`config.mk`:
```
export PLATFORM = sky130hd
export DESIGN_NAME = i2c_target
export DESIGN_NICKNAME = d
export VERILOG_FILES = /design/src/i2c_target_pkg.sv /design/src/pin_sync.sv /design/src/axil_regport.sv /design/src/i2c_target.sv
export SDC_FILE = /design/constraint.sdc
export NUM_CORES = 1
export LEC_CHECK = 0
export ABC_CLOCK_PERIOD_IN_PS = 2800
export BUFFER_PORTS_ARGS = -buffer_cell sky130_fd_sc_hd__buf_2
export CORE_ASPECT_RATIO = 0.8
export CORE_MARGIN = 1.5
export CORE_UTILIZATION = 55
export DETAILED_ROUTE_END_ITERATION = 8
export PLACE_DENSITY = 0.76
export SYNTH_ARGS = -nofsm -noshare
export SYNTH_HDL_FRONTEND = slang
export SYNTH_SLANG_ARGS = --single-unit
```
`constraint.sdc`:
```
create_clock -name aclk -period 2.8 [get_ports aclk]
set_input_delay 0.28 -clock aclk [delete_from_list [all_inputs] [get_ports aclk]]
set_output_delay 0.28 -clock aclk [all_outputs]
set_load 0.03 [all_outputs]
```
`src/i2c_target_pkg.sv`:
```
// shared constants and types of the i2c target register block
package i2c_target_pkg;

  // ********************
  // bus geometry
  // ********************
  localparam int unsigned ADDR_W = 12;
  localparam logic [1:0]  RESP_OKAY   = 2'h0;
  localparam logic [1:0]  RESP_SLVERR = 2'h2;

  // ********************
  // register indices, byte address is index times four
  // ********************
  localparam logic [7:0] IDX_OWN  = 8'hE3;
  localparam logic [7:0] IDX_DBUF = 8'hE4;
  localparam logic [7:0] IDX_CFG  = 8'hE5;
  localparam logic [7:0] IDX_STAT = 8'hE8;
  localparam logic [7:0] IDX_HOLD = 8'hE9;
  localparam logic [7:0] IDX_FILT = 8'hF2;

  // ********************
  // reset values and writable masks
  // ********************
  localparam logic [7:0] OWN_RST   = 8'h00;
  localparam logic [7:0] DBUF_RST  = 8'h00;
  localparam logic [7:0] CFG_RST   = 8'h10;
  localparam logic [7:0] STAT_RST  = 8'h44;
  localparam logic [7:0] HOLD_RST  = 8'h00;
  localparam logic [7:0] FILT_RST  = 8'h40;
  localparam logic [7:0] CFG_MASK  = 8'h3F;
  localparam logic [7:0] FILT_MASK = 8'h7F;

  // ********************
  // field positions
  // ********************
  localparam int unsigned CFG_SRST = 5;
  localparam int unsigned CFG_RDS  = 4;
  localparam int unsigned CFG_WRS  = 3;
  localparam int unsigned CFG_REL  = 2;
  localparam int unsigned CFG_SLEW = 1;
  localparam int unsigned CFG_EN   = 0;
  localparam int unsigned ST_START = 7;
  localparam int unsigned ST_STOP  = 6;
  localparam int unsigned ST_DIR   = 5;
  localparam int unsigned ST_AD    = 4;
  localparam int unsigned ST_BF    = 3;
  localparam int unsigned ST_ACK   = 2;
  localparam int unsigned ST_WCOL  = 1;
  localparam int unsigned ST_ROVF  = 0;

  // count of scl falls that completes a byte, minus one
  localparam logic [3:0] BIT_LAST = 4'h7;

  typedef enum logic [2:0] {
    S_IDLE = 3'h0, S_ADDR = 3'h1, S_AACK = 3'h3, S_WDATA = 3'h2,
    S_WACK = 3'h6, S_RDATA = 3'h7, S_RACK = 3'h5
  } state_t;

  typedef struct packed {
    logic       fire;
    logic [7:0] idx;
    logic [7:0] data;
  } reg_wr_t;

  typedef struct packed {
    logic       fire;
    logic [7:0] idx;
  } reg_rd_t;

  function automatic logic reg_hit(input logic [ADDR_W-1:0] addr);
    logic [7:0] i;
    i = addr[9:2];
    reg_hit = (addr[ADDR_W-1:10] == '0) && (i == IDX_OWN || i == IDX_DBUF ||
              i == IDX_CFG || i == IDX_STAT || i == IDX_HOLD || i == IDX_FILT);
  endfunction : reg_hit

endpackage : i2c_target_pkg

```
`src/pin_sync.sv`:
```
// two-stage synchroniser for the bus pins
`timescale 1ns/1ps
module pin_sync #(
  parameter int unsigned WIDTH = 2
) (
  input  wire logic             aclk,
  input  wire logic             aresetn,
  input  wire logic [WIDTH-1:0] din,
  output logic      [WIDTH-1:0] dout
);
  typedef struct packed {
    logic [WIDTH-1:0] s1;
    logic [WIDTH-1:0] s2;
  } sync_t;

  sync_t q, d;

  // first stage feeds only the second
  always_comb begin
    d.s1 = din;
    d.s2 = q.s1;
  end

  // idle bus lines rest high
  always_ff @(posedge aclk) begin
    if (!aresetn) q <= '1;
    else          q <= d;
  end

  assign dout = q.s2;
endmodule : pin_sync

```
`src/axil_regport.sv`:
```
// axi4-lite slave front end that turns bus beats into register strobes
`timescale 1ns/1ps
module axil_regport
  import i2c_target_pkg::*;
(
  input  wire logic                        aclk,
  input  wire logic                        aresetn,
  input  wire logic [i2c_target_pkg::ADDR_W-1:0] awaddr,
  input  wire logic                        awvalid,
  output logic                             awready,
  input  wire logic [31:0]                 wdata,
  input  wire logic [3:0]                  wstrb,
  input  wire logic                        wvalid,
  output logic                             wready,
  output logic [1:0]                       bresp,
  output logic                             bvalid,
  input  wire logic                        bready,
  input  wire logic [i2c_target_pkg::ADDR_W-1:0] araddr,
  input  wire logic                        arvalid,
  output logic                             arready,
  output logic [31:0]                      rdata,
  output logic [1:0]                       rresp,
  output logic                             rvalid,
  input  wire logic                        rready,
  output i2c_target_pkg::reg_wr_t          wr,
  output i2c_target_pkg::reg_rd_t          rd,
  input  wire logic [7:0]                  rd_data
);
  typedef struct packed {
    logic              awready, wready, bvalid, arready, rvalid, aw_have, w_have, wen;
    logic [1:0]        bresp, rresp;
    logic [31:0]       rdata;
    logic [ADDR_W-1:0] awaddr;
    logic [7:0]        wdata;
  } port_t;

  port_t q, d;
  logic  ar_hit;
  logic  aw_hit;

  assign ar_hit = reg_hit(araddr);
  assign aw_hit = reg_hit(q.awaddr);

  always_comb begin
    d       = q;
    wr      = '0;
    rd      = '0;
    wr.idx  = q.awaddr[9:2];
    wr.data = q.wdata;
    if (awvalid && q.awready) begin
      d.awaddr  = awaddr;
      d.aw_have = 1'b1;
    end
    if (wvalid && q.wready) begin
      d.wdata  = wdata[7:0];
      d.wen    = wstrb[0];
      d.w_have = 1'b1;
    end
    if (q.bvalid && bready) d.bvalid = 1'b0;
    // commit only once both halves are held and the last answer is gone
    if (q.aw_have && q.w_have && !q.bvalid) begin
      wr.fire   = aw_hit && q.wen;
      d.bresp   = aw_hit ? RESP_OKAY : RESP_SLVERR;
      d.bvalid  = 1'b1;
      d.aw_have = 1'b0;
      d.w_have  = 1'b0;
    end
    d.awready = !d.aw_have && !d.bvalid;
    d.wready  = !d.w_have && !d.bvalid;
    if (q.rvalid && rready) d.rvalid = 1'b0;
    rd.idx = araddr[9:2];
    if (arvalid && q.arready) begin
      rd.fire = ar_hit;
      d.rdata = {24'h000000, ar_hit ? rd_data : 8'h00};
      d.rresp = ar_hit ? RESP_OKAY : RESP_SLVERR;
      d.rvalid = 1'b1;
    end
    d.arready = !d.rvalid;
  end

  always_ff @(posedge aclk) begin
    if (!aresetn) q <= '0;
    else          q <= d;
  end

  assign awready = q.awready;
  assign wready  = q.wready;
  assign bvalid  = q.bvalid;
  assign bresp   = q.bresp;
  assign arready = q.arready;
  assign rvalid  = q.rvalid;
  assign rresp   = q.rresp;
  assign rdata   = q.rdata;
endmodule : axil_regport

```
`src/i2c_target.sv`:
```
// i2c target port with its register file and bus protocol engine
// What this block does
// - soft-reset bit high holds the target logic in reset; low runs normally.
// - read-stretch bit high lets the target hold scl low on controller reads.
// - write-stretch bit high lets the target hold scl low on controller writes.
// - clock release bit low drives scl low while enabled and out of soft reset; high releases scl.
// - slew bit selects edge rate: one standard mode, zero fast mode.
// - enable bit high turns the target on; low, it ignores the bus.
// - own address sits in bits seven to one and is compared with addresses.
// - status bit seven shows a start condition was detected.
// - status bit six shows a stop was detected; reads one after reset.
// - status bit five holds the direction bit of the matched address; a start, a stop or a read nack clears it.
// - status bit four tells whether the last byte was data or address.
// - on receive, buffer-full is set when a byte waits in the data register.
// - on transmit, buffer-full stays high until the eight data bits are sent.
// - acknowledge status holds the sampled ninth bit: one means not acknowledged.
// - a data write during a transmission is refused and flags a collision.
// - a byte arriving over an unread one is dropped and flags overflow.
// - reading the data register clears buffer-full; software cannot touch it directly.
// - with stretching on, the ninth falling edge of an acknowledged byte clears release and raises the interrupt.
// - data writes are taken only in a read, read-stretch on, scl held.
`timescale 1ns/1ps
module i2c_target
  import i2c_target_pkg::*;
(
  input  wire logic                              aclk,
  input  wire logic                              aresetn,
  input  wire logic [i2c_target_pkg::ADDR_W-1:0] awaddr,
  input  wire logic                              awvalid,
  output logic                                   awready,
  input  wire logic [31:0]                       wdata,
  input  wire logic [3:0]                        wstrb,
  input  wire logic                              wvalid,
  output logic                                   wready,
  output logic [1:0]                             bresp,
  output logic                                   bvalid,
  input  wire logic                              bready,
  input  wire logic [i2c_target_pkg::ADDR_W-1:0] araddr,
  input  wire logic                              arvalid,
  output logic                                   arready,
  output logic [31:0]                            rdata,
  output logic [1:0]                             rresp,
  output logic                                   rvalid,
  input  wire logic                              rready,
  input  wire logic                              scl_i,
  output logic                                   scl_o,
  output logic                                   scl_oe_n,
  input  wire logic                              sda_i,
  output logic                                   sda_o,
  output logic                                   sda_oe_n,
  output logic                                   edge_rate_std,
  output logic                                   port_interrupt
);
  import i2c_target_pkg::*;

  // ********************
  // state
  // ********************
  typedef struct packed {
    state_t     state;
    logic [3:0] bitcnt;
    logic [7:0] shift;
    logic       sda_low;
    logic [7:0] own_address;
    logic [7:0] data_shift_buffer;
    logic [7:0] port_configuration;
    logic [7:0] port_status;
    logic [7:0] transmit_receive_holding;
    logic [7:0] peripheral_pin_filter_select;
    logic       scl_prev, sda_prev, irq, scl_oe_n, sda_oe_n, drive_val;
  } core_t;

  localparam core_t CORE_RST = '{
    state: S_IDLE, bitcnt: 4'h0, shift: 8'h00, sda_low: 1'b0,
    own_address: OWN_RST, data_shift_buffer: DBUF_RST,
    port_configuration: CFG_RST, port_status: STAT_RST,
    transmit_receive_holding: HOLD_RST, peripheral_pin_filter_select: FILT_RST,
    scl_prev: 1'b1, sda_prev: 1'b1, irq: 1'b0, scl_oe_n: 1'b1, sda_oe_n: 1'b1,
    drive_val: 1'b0};

  core_t      q, d;
  reg_wr_t    wr;
  reg_rd_t    rd;
  logic [7:0] rd_data;
  logic [1:0] pins_s;
  logic       scl_s, sda_s;
  logic       rise, fall, start_ev, stop_ev;
  logic       active, wr_dbuf, rd_dbuf, tx_open, addr_match;

  // ********************
  // submodules
  // ********************
  pin_sync #(.WIDTH(2)) u_sync (
    .aclk    (aclk),
    .aresetn (aresetn),
    .din     ({scl_i, sda_i}),
    .dout    (pins_s)
  );

  axil_regport u_port (
    .aclk    (aclk),
    .aresetn (aresetn),
    .awaddr  (awaddr),
    .awvalid (awvalid),
    .awready (awready),
    .wdata   (wdata),
    .wstrb   (wstrb),
    .wvalid  (wvalid),
    .wready  (wready),
    .bresp   (bresp),
    .bvalid  (bvalid),
    .bready  (bready),
    .araddr  (araddr),
    .arvalid (arvalid),
    .arready (arready),
    .rdata   (rdata),
    .rresp   (rresp),
    .rvalid  (rvalid),
    .rready  (rready),
    .wr      (wr),
    .rd      (rd),
    .rd_data (rd_data)
  );

  // ********************
  // bus events
  // ********************
  assign scl_s    = pins_s[1];
  assign sda_s    = pins_s[0];
  assign rise     = scl_s && !q.scl_prev;
  assign fall     = !scl_s && q.scl_prev;
  assign start_ev = scl_s && q.scl_prev && q.sda_prev && !sda_s;
  assign stop_ev  = scl_s && q.scl_prev && !q.sda_prev && sda_s;
  assign active   = q.port_configuration[CFG_EN] && !q.port_configuration[CFG_SRST];
  assign wr_dbuf  = wr.fire && wr.idx == IDX_DBUF;
  assign rd_dbuf  = rd.fire && rd.idx == IDX_DBUF;
  // the only window in which software may load the data buffer with a byte to send
  assign tx_open  = q.port_status[ST_DIR] && q.port_configuration[CFG_RDS] &&
                    !q.port_configuration[CFG_REL];
  assign addr_match = q.shift[7:1] == q.own_address[7:1];

  always_comb begin
    unique case (rd.idx)
      IDX_OWN:  rd_data = q.own_address;
      IDX_DBUF: rd_data = q.data_shift_buffer;
      IDX_CFG:  rd_data = q.port_configuration;
      IDX_STAT: rd_data = q.port_status;
      IDX_HOLD: rd_data = q.transmit_receive_holding;
      IDX_FILT: rd_data = q.peripheral_pin_filter_select;
      default:  rd_data = 8'h00;
    endcase
  end

  // ********************
  // register file and protocol engine
  // ********************
  always_comb begin
    logic rx_load;
    rx_load    = 1'b0;
    d          = q;
    d.irq      = 1'b0;
    d.scl_prev = scl_s;
    d.sda_prev = sda_s;
    // software first, so that hardware sets below win over clears
    if (wr.fire) begin
      unique case (wr.idx)
        IDX_OWN:  d.own_address = wr.data;
        IDX_DBUF: begin
          if (tx_open) begin
            d.data_shift_buffer   = wr.data;
            d.port_status[ST_BF]  = 1'b1;
          end else begin
            d.port_status[ST_WCOL] = 1'b1;
          end
        end
        IDX_CFG:  d.port_configuration = wr.data & CFG_MASK;
        IDX_STAT: d.port_status[ST_WCOL:ST_ROVF] = wr.data[ST_WCOL:ST_ROVF];
        IDX_HOLD: d.transmit_receive_holding = wr.data;
        IDX_FILT: d.peripheral_pin_filter_select = wr.data & FILT_MASK;
        default:  d.own_address = q.own_address;
      endcase
    end
    if (rd_dbuf) d.port_status[ST_BF] = 1'b0;

    if (q.port_configuration[CFG_SRST]) begin
      d.state             = S_IDLE;
      d.bitcnt            = 4'h0;
      d.sda_low           = 1'b0;
      d.port_status       = STAT_RST;
      d.data_shift_buffer = DBUF_RST;
    end else if (!q.port_configuration[CFG_EN]) begin
      d.state   = S_IDLE;
      d.sda_low = 1'b0;
    end else if (start_ev) begin
      d.port_status[ST_START] = 1'b1;
      d.port_status[ST_STOP]  = 1'b0;
      d.port_status[ST_ACK]   = 1'b0;
      d.port_status[ST_DIR]   = 1'b0;
      d.state   = S_ADDR;
      // the scl fall that closes a start carries no bit, so it wraps the count to zero
      d.bitcnt  = 4'hF;
      d.sda_low = 1'b0;
    end else if (stop_ev) begin
      d.port_status[ST_STOP]  = 1'b1;
      d.port_status[ST_START] = 1'b0;
      d.port_status[ST_DIR]   = 1'b0;
      d.state   = S_IDLE;
      d.sda_low = 1'b0;
    end else begin
      unique case (q.state)
        S_IDLE: d.state = S_IDLE;
        S_ADDR, S_WDATA: begin
          if (rise) d.shift = {q.shift[6:0], sda_s};
          if (fall) begin
            d.bitcnt = q.bitcnt + 4'h1;
            if (q.bitcnt == BIT_LAST) begin
              if (q.state == S_WDATA) begin
                d.port_status[ST_AD] = 1'b1;
                rx_load   = 1'b1;
                d.sda_low = 1'b1;
                d.state   = S_WACK;
              end else if (addr_match) begin
                d.port_status[ST_AD] = 1'b0;
                rx_load   = !q.shift[0];
                d.sda_low = 1'b1;
                d.state   = S_AACK;
              end else begin
                d.state = S_IDLE;
              end
            end
          end
        end
        S_AACK, S_WACK: begin
          if (rise) d.port_status[ST_ACK] = sda_s;
          if (fall) begin
            d.sda_low = 1'b0;
            d.irq     = 1'b1;
            d.bitcnt  = 4'h0;
            if (q.state == S_AACK) d.port_status[ST_DIR] = q.shift[0];
            if (q.state == S_AACK && q.shift[0]) begin
              d.state = S_RDATA;
              if (q.port_configuration[CFG_RDS]) begin
                d.port_configuration[CFG_REL] = 1'b0;
              end else begin
                d.data_shift_buffer  = q.transmit_receive_holding;
                d.port_status[ST_BF] = 1'b1;
              end
            end else begin
              d.state = S_WDATA;
              if (q.port_configuration[CFG_WRS]) begin
                d.port_configuration[CFG_REL] = 1'b0;
              end
            end
          end
        end
        S_RDATA: begin
          // bits change only while scl is low so no false start or stop
          if (!scl_s) d.sda_low = !d.data_shift_buffer[3'h7 - q.bitcnt[2:0]];
          if (fall) begin
            d.bitcnt = q.bitcnt + 4'h1;
            if (q.bitcnt == BIT_LAST) begin
              d.port_status[ST_BF] = 1'b0;
              d.port_status[ST_AD] = 1'b1;
              d.sda_low = 1'b0;
              d.state   = S_RACK;
            end
          end
        end
        S_RACK: begin
          if (rise) begin
            d.port_status[ST_ACK] = sda_s;
            if (sda_s) d.port_status[ST_DIR] = 1'b0;
          end
          if (fall) begin
            d.bitcnt = 4'h0;
            // a refusal ends the transfer without holding the clock
            if (q.port_status[ST_ACK]) begin
              d.state = S_IDLE;
            end else begin
              d.irq   = 1'b1;
              d.state = S_RDATA;
              if (q.port_configuration[CFG_RDS]) begin
                d.port_configuration[CFG_REL] = 1'b0;
              end else begin
                d.data_shift_buffer  = q.transmit_receive_holding;
                d.port_status[ST_BF] = 1'b1;
              end
            end
          end
        end
        default: d.state = S_IDLE;
      endcase
    end

    if (rx_load) begin
      if (d.port_status[ST_BF]) begin
        d.port_status[ST_ROVF] = 1'b1;
      end else begin
        d.data_shift_buffer  = q.shift;
        d.port_status[ST_BF] = 1'b1;
      end
    end

    d.scl_oe_n = !(d.port_configuration[CFG_EN] && !d.port_configuration[CFG_SRST] &&
                   !d.port_configuration[CFG_REL]);
    d.sda_oe_n = !d.sda_low;
  end

  always_ff @(posedge aclk) begin
    if (!aresetn) q <= CORE_RST;
    else          q <= d;
  end

  assign scl_o          = q.drive_val;
  assign sda_o          = q.drive_val;
  assign scl_oe_n       = q.scl_oe_n;
  assign sda_oe_n       = q.sda_oe_n;
  assign edge_rate_std  = q.port_configuration[CFG_SLEW];
  assign port_interrupt = q.irq;
endmodule : i2c_target

```
* After elaboration in Yosys (flattened, before gate mapping)
Cells that the tools add are included.
** Word-level totals
- Word-level logic and storage cells :: 307
- Register bits after elaboration :: 110
** Cells by class
- $lt $le $gt $ge :: 1
- $add $sub $neg :: 2
- Mux-type cells :: 143
- Equal/unequal tests :: 41
- Bitwise gates (word level) :: 5
- Reduce and logical (&&, ||, !) cells :: 78
** Operators with widths (count)
- 7-bit 2-to-1 mux :: 21
- 8-bit 2-to-1 mux :: 17
- 8-bit equality test, second input constant :: 12
- 1-bit 2-to-1 mux :: 71
- 8-bit case mux with 6 select lines :: 1
- 6-bit inequality test, second input constant :: 6
- 1-bit logical AND :: 25
- 2-bit 2-to-1 mux :: 11
- 5-bit inequality test, second input constant :: 4
- 3-bit 2-to-1 mux :: 6
- 6-bit AND reduction :: 3
- 17-bit 2-to-1 mux :: 1
- 1-bit logical NOT :: 16
- 16-bit 2-to-1 mux :: 1
- 4-bit case mux with 4 select lines :: 1
- 8-bit case mux with 2 select lines :: 1
- 12-bit 2-to-1 mux :: 1
- 2-bit inequality test, second input constant :: 6
- 4-bit inequality test, second input constant :: 3
- 3-bit case mux with 4 select lines :: 1
- 1-bit logical OR :: 10
- 1-bit case mux with 2 select lines :: 5
- 2-bit AND reduction :: 5
- 2-bit nonzero test :: 5
- other kinds (25) :: 37

* Logic depth before layout (Yosys ltp)
- Depth after elaboration :: 22
- Mapped depth :: 9
- Depth with buffers taken out :: 8

* Hierarchy
Synthesis repeated with hierarchy kept, for this count alone.
** Unflattened totals
- Cell total of the unflattened synthesis :: 685
- Area, all modules :: 5869.4 um2
** Modules (own cells, without submodules)
- i2c_target :: instances 1, seq. area each 1321.3 um2, cells each 463, area each 3993.8 um2
- axil_regport :: instances 1, seq. area each 720.7 um2, cells each 214, area each 1770.4 um2
- pin_sync :: instances 1, seq. area each 80.1 um2, cells each 8, area each 105.1 um2

* Worst setup path after synthesis
Ideal clock, no wire load.
- Path type :: register -> register
- Start :: register u_port.q, in the netlist u_port.wr[8]
- End :: register q, in the netlist sda_oe_n
- Data required time :: 2669 ps
- Buffers on the path :: 1
- Period minus slack after synthesis :: 2136 ps
- Slack :: 664 ps
- Cell stages (with the launch flop) :: 9
- Arrival time :: 2005 ps
- Path through :: dfxtp_1 > buf_4 > xor2_2 > nand4_2 > a2111oi_4 > mux2i_1 > a22oi_1 > o32ai_1 > a21oi_1
** On the way
- Longest elaborated chain between the ends :: 22
- Elaborated cells between the ends (all ways) :: 28
- Those cells by class :: eq/ne: 6; mux: 13; reduce/logical: 9
** RTL lines
- from (decl) :: RTL line axil_regport.sv:37 : port_t q, d;
- from (signal assigned) :: RTL line axil_regport.sv:82 : if (!aresetn) q <= '0;
- from (signal assigned) :: RTL line axil_regport.sv:83 : else q <= d;
- 8-bit equality test, on equally long branches :: RTL line i2c_target_pkg.sv:73, i2c_target.sv:166
- 1-bit logical OR (2 in series) :: RTL line i2c_target_pkg.sv:73 : reg_hit = (addr[ADDR_W-1:10] == '0) && (i == IDX_OWN || i == IDX_DBUF ||
- 1-bit logical OR (3 in series) :: RTL line i2c_target_pkg.sv:74 : i == IDX_CFG || i == IDX_STAT || i == IDX_HOLD || i == IDX_FILT);
- 1-bit logical AND :: RTL line i2c_target_pkg.sv:73
- 1-bit logical AND :: RTL line axil_regport.sv:62 : wr.fire = aw_hit && q.wen;
- 1-bit 2-to-1 mux :: RTL line axil_regport.sv:61 : if (q.aw_have && q.w_have && !q.bvalid) begin
- 16-bit 2-to-1 mux (*) :: RTL line i2c_target.sv:165 : if (wr.fire) begin
- 1-bit binary-select mux with 3-bit select (*) :: RTL line i2c_target.sv:258 : if (!scl_s) d.sda_low = !d.data_shift_buffer[3'h7 - q.bitcnt[2:0]];
- [3 not listed]
- 1-bit 2-to-1 mux :: RTL line i2c_target.sv:261 : if (q.bitcnt == BIT_LAST) begin
- 1-bit 2-to-1 mux (*) :: RTL line i2c_target.sv:259 : if (fall) begin
- 1-bit case mux with 3 select lines (*) :: RTL line i2c_target.sv:210 : unique case (q.state)
- 1-bit 2-to-1 mux (*) :: RTL line i2c_target.sv:203 : end else if (stop_ev) begin
- 1-bit 2-to-1 mux (*) :: RTL line i2c_target.sv:194 : end else if (start_ev) begin
- 1-bit 2-to-1 mux (*) :: RTL line i2c_target.sv:191 : end else if (!q.port_configuration[CFG_EN]) begin
- 1-bit 2-to-1 mux (*) :: RTL line i2c_target.sv:185 : if (q.port_configuration[CFG_SRST]) begin
- 1-bit logical NOT (*) :: RTL line i2c_target.sv:306 : d.sda_oe_n = !d.sda_low;
- to (signal assigned) :: RTL line i2c_target.sv:310 : if (!aresetn) q <= CORE_RST;
- to (signal assigned) :: RTL line i2c_target.sv:311 : else q <= d;
- to (decl) :: RTL line i2c_target.sv:81 : core_t q, d;
Mark *: on every way between the ends. The rest lies on a longest branch, timed or not. The select of a mux whose other input is x is not followed.
A chain may end at the register's enable or synchronous reset.

* Final worst setup path
- Start :: register q[63] (netlist name)
- End :: register q[44] (netlist name)
** On the way
- Longest elaborated chain between the ends :: 10
- Elaborated cells between the ends (all ways) :: 17
- Those cells by class :: eq/ne: 1; mux: 16
** RTL lines
- 4-bit by 3-bit equality test with 1-bit output (*) :: RTL line i2c_target.sv:216, i2c_target.sv:261
- 2-bit 2-to-1 mux :: RTL line i2c_target.sv:261
- 2-bit 2-to-1 mux :: RTL line i2c_target.sv:259
- 1-bit case mux with 3 select lines :: RTL line i2c_target.sv:210
- 2-bit 2-to-1 mux :: RTL line i2c_target.sv:203
- 1-bit 2-to-1 mux :: RTL line i2c_target.sv:194
- 2-bit 2-to-1 mux :: RTL line i2c_target.sv:191
- 2-bit 2-to-1 mux :: RTL line i2c_target.sv:185
- 8-bit 2-to-1 mux :: RTL line i2c_target.sv:296 : if (d.port_status[ST_BF]) begin
- 8-bit 2-to-1 mux (*) :: RTL line i2c_target.sv:295 : if (rx_load) begin
Marked as above.

==> results.sh <==
export IMPL_wl_um=13790
export IMPL_gr_usage_met2=0.4029
export IMPL_initial_utilization=0.5713
export IMPL_arrival_ps=2890
export IMPL_syn_area_per_cell_um2=8.509
export IMPL_cp_max_fo=11
export IMPL_yosys_top_cells_area="dfxtp_1, mux2i_1, nor2b_1, nand2_1, buf_4"
export IMPL_hold_depth=2
export IMPL_dieArea_um2=10770
export IMPL_yosysTopAreaCellShare=0.3802
export IMPL_grt_pass1_wl_um=22420
export IMPL_async_flop_share=0
export IMPL_crit_type="reg2reg"
export IMPL_r2r_setup_slack_ps=190
export IMPL_num_antenna_cells=0
export IMPL_skew_ps=9.254
export IMPL_vias=4816
export IMPL_grt_busiest_layer="met2"
export IMPL_powerDensity_nw_per_um2=499.4
export IMPL_p_leak_nw=2.516
export IMPL_grt_max_degree=90
export IMPL_tightest_slew_ps=1132
export IMPL_root_buffer="clkbuf_16"
export IMPL_track_usage=0.2698
export IMPL_nNetsFinal=769
export IMPL_finalSetupViolCount=0
export IMPL_timing_rr_start="q[63]$_SDFFE_PP0P_"
export IMPL_drc=0
export IMPL_setup_tns_ps=0
export IMPL_hold_path_endpoint="u_sync.d[0]$_SDFF_PN1_"
export IMPL_hold_viol=0
export IMPL_grt_pass1_vias=4488
export IMPL_period_share=0.9338
export IMPL_gp_congestion=0.9046
export IMPL_synthFlopType="dfxtp_1"
export IMPL_rsz0062_at_grt="no"
export IMPL_antenna_found_initial=0
export IMPL_coreArea_um2=9769
export IMPL_nFillCells=874
export IMPL_avgViaCountPerCell=5.733
export IMPL_fin_crit_ps=2615
export IMPL_numCtsBuffers=9
export IMPL_ys_seq_elements=106
export IMPL_wl_per_cell_um=16.42
export IMPL_min_path_type="in2reg"
export IMPL_ant_nets=0
export IMPL_cts_resized=0
export IMPL_status="complete, no violations"
export IMPL_drtPass1Iterations=6
export IMPL_synthCells=656
export IMPL_drv_slew=0
export IMPL_fp_dieW_um=115.6
export IMPL_synth_cell_type_count=66
export IMPL_layout_common_cells="dfxtp_1, nand2_1, mux2i_1"
export IMPL_clk_latency_ps=360
export IMPL_r2r_cells=8
export IMPL_multi_input_area_um2=3088
export IMPL_portBuffers=56
export IMPL_required_ps=3080
export IMPL_rr_endpoint="q[44]$_SDFF_PN0_"
export IMPL_min_from="sda_i"
export IMPL_yosys_warnings=0
export IMPL_synth_edff_count=0
export IMPL_max_freq_ghz=0.3825
export IMPL_drtIter0Drc=505
export IMPL_clockBufferDepth=2
export IMPL_final_common_cell="dfxtp_1"
export IMPL_slew_headroom=0.2438
export IMPL_path_clk_slew_ps=70
export IMPL_ys_seq_area_frac=0.3802
export IMPL_cts_hold_buf=0
export IMPL_crit_path_end_kind="flip-flop"
export IMPL_ff_latch_area_um2=2122
export IMPL_dp_hpwl_um=10100
export IMPL_grt_ovfl_total=0
export IMPL_cts_htree_levels=3
export IMPL_die_height_um=93.11
export IMPL_drv_cap=0
export IMPL_peakVddDrop_mv=0.3837
export IMPL_clock_sinks=106
export IMPL_whs_ps=100.5
export IMPL_synthesis_area_um2=5582
export IMPL_syn_to_final_growth_pct=10.38
export IMPL_synth_area_leader_cell="dfxtp_1"
export IMPL_cts_tree="yes"
export IMPL_drive_above_1_share=0.1477
export IMPL_met3_usage=0.06222
export IMPL_met1_usage=0.3880
export IMPL_fp_row_count=32
export IMPL_cts_setup_buffers=0
export IMPL_start_kind="flip-flop"
export IMPL_io_pins=116
logic make-up after synthesis:
logic type	after synthesis	share of synthesized area
xor gates and xnor gates	10	0.01704
buffers and inverters	84	0.08473
adders and majority gates	1	0.002241
AOI/OAI and AO/OA	138	0.1722
and+or+nand+nor	258	0.2387
muxes	58	0.1042
DFF	106	0.3802
other	1	0.0006718
cell usage after synthesis (2+ instances only):
library cell  count
dfxtp_1         106
nand2_1          93
mux2i_1          57
nor2b_1          56
a21oi_1          42
buf_4            39
nor2_1           32
clkbuf_1         27
a21boi_0         21
o21ai_0          21
nand2b_1         16
a222oi_1         13
inv_1            13
nor3_1           12
nand3_1           9
xor2_1            9
a211oi_1          6
and3_1            6
a22oi_1           5
and2_1            5
nor3b_1           5
nand4b_1          4
buf_2             3
nand3b_1          3
nand4_1           3
o22ai_1           3
a311oi_1          2
a31oi_1           2
a32oi_1           2
o2111ai_1         2
o21a_1            2
o21bai_1          2
o31ai_1           2
state kept, by name, summed over array words and instances, names as in the netlist:
name	count
sda_oe_n	1
scl_oe_n	1
u_port.awready	1
u_port.q	5
u_port.wr	16
u_port.rvalid	1
q	62
u_port.arready	1
u_port.bresp	1
u_port.rresp	1
port_interrupt	1
u_sync.dout	2
u_port.bvalid	1
u_sync.d	2
edge_rate_std	1
u_port.rdata	8
u_port.wready	1
critical path, cell delays in order, from the launching register on:
cell and delay [ps]:
dfxtp_1 540, ha_1 230, nand2_1 100, nor3_1 440
nand3_1 190, o2bb2a_1 320, a21oi_1 240, nand2_2 240
mux2i_1 230
per-stage QoR:
step | power [mW] | std cells | cell area [um2] | util | setup WS [ps]
after floorplan | 1.776 | 683 | 5683 | - | 663.8
after global placement | 1.802 | 822 | 5844 | 0.5982 | 339.4
after detailed placement | 1.808 | 822 | 5844 | 0.5982 | 214.7
after CTS | 3.088 | 838 | 6146 | 0.6291 | 160.8
after global routing | 3.175 | 840 | 6161 | 0.6306 | 15.48
final | 3.077 | 840 | 6161 | 0.6306 | 185.4
how the worst max path moves through the flow:
stage	from	to	slack [ps]
floorplan	u_port.wr[8]$_SDFFE_PN0P_	sda_oe_n$_SDFF_PN1_	660
CTS	u_port.wr[10]$_SDFFE_PN0P_	q[44]$_SDFF_PN0_	160
global route	q[63]$_SDFFE_PP0P_	q[40]$_SDFF_PN0_	20
detailed placement	u_port.wr[10]$_SDFFE_PN0P_	q[44]$_SDFF_PN0_	210
global placement	u_port.wr[8]$_SDFFE_PN0P_	sda_oe_n$_SDFF_PN1_	340
finish	q[63]$_SDFFE_PP0P_	q[44]$_SDFF_PN0_	190
layout make-up:
cell class              instances  area share
flip-flops and latches        106      0.3444
inverters                      13    0.007920
clock buffers                   9     0.03656
well taps                     136     0.02762
multi-input cells             493      0.5012
clock inverters                 7     0.01239
repair buffers                 76     0.06986
power breakdown:
group / leakage [nW] / internal, mW / switching, mW
sequential: 0.858 / 1.53 / 0.0293
combinational: 1.50 / 0.0692 / 0.145
clock: 0.153 / 0.705 / 0.597
total: 2.52 / 2.31 / 0.771
layer usage:
layer	up-vias	wire, um
met1	2249	6417
li1	2325	-
met4	0	240
met3	24	1084
met5	-	0
met2	218	6047
(Power assumes the default switching activity.)
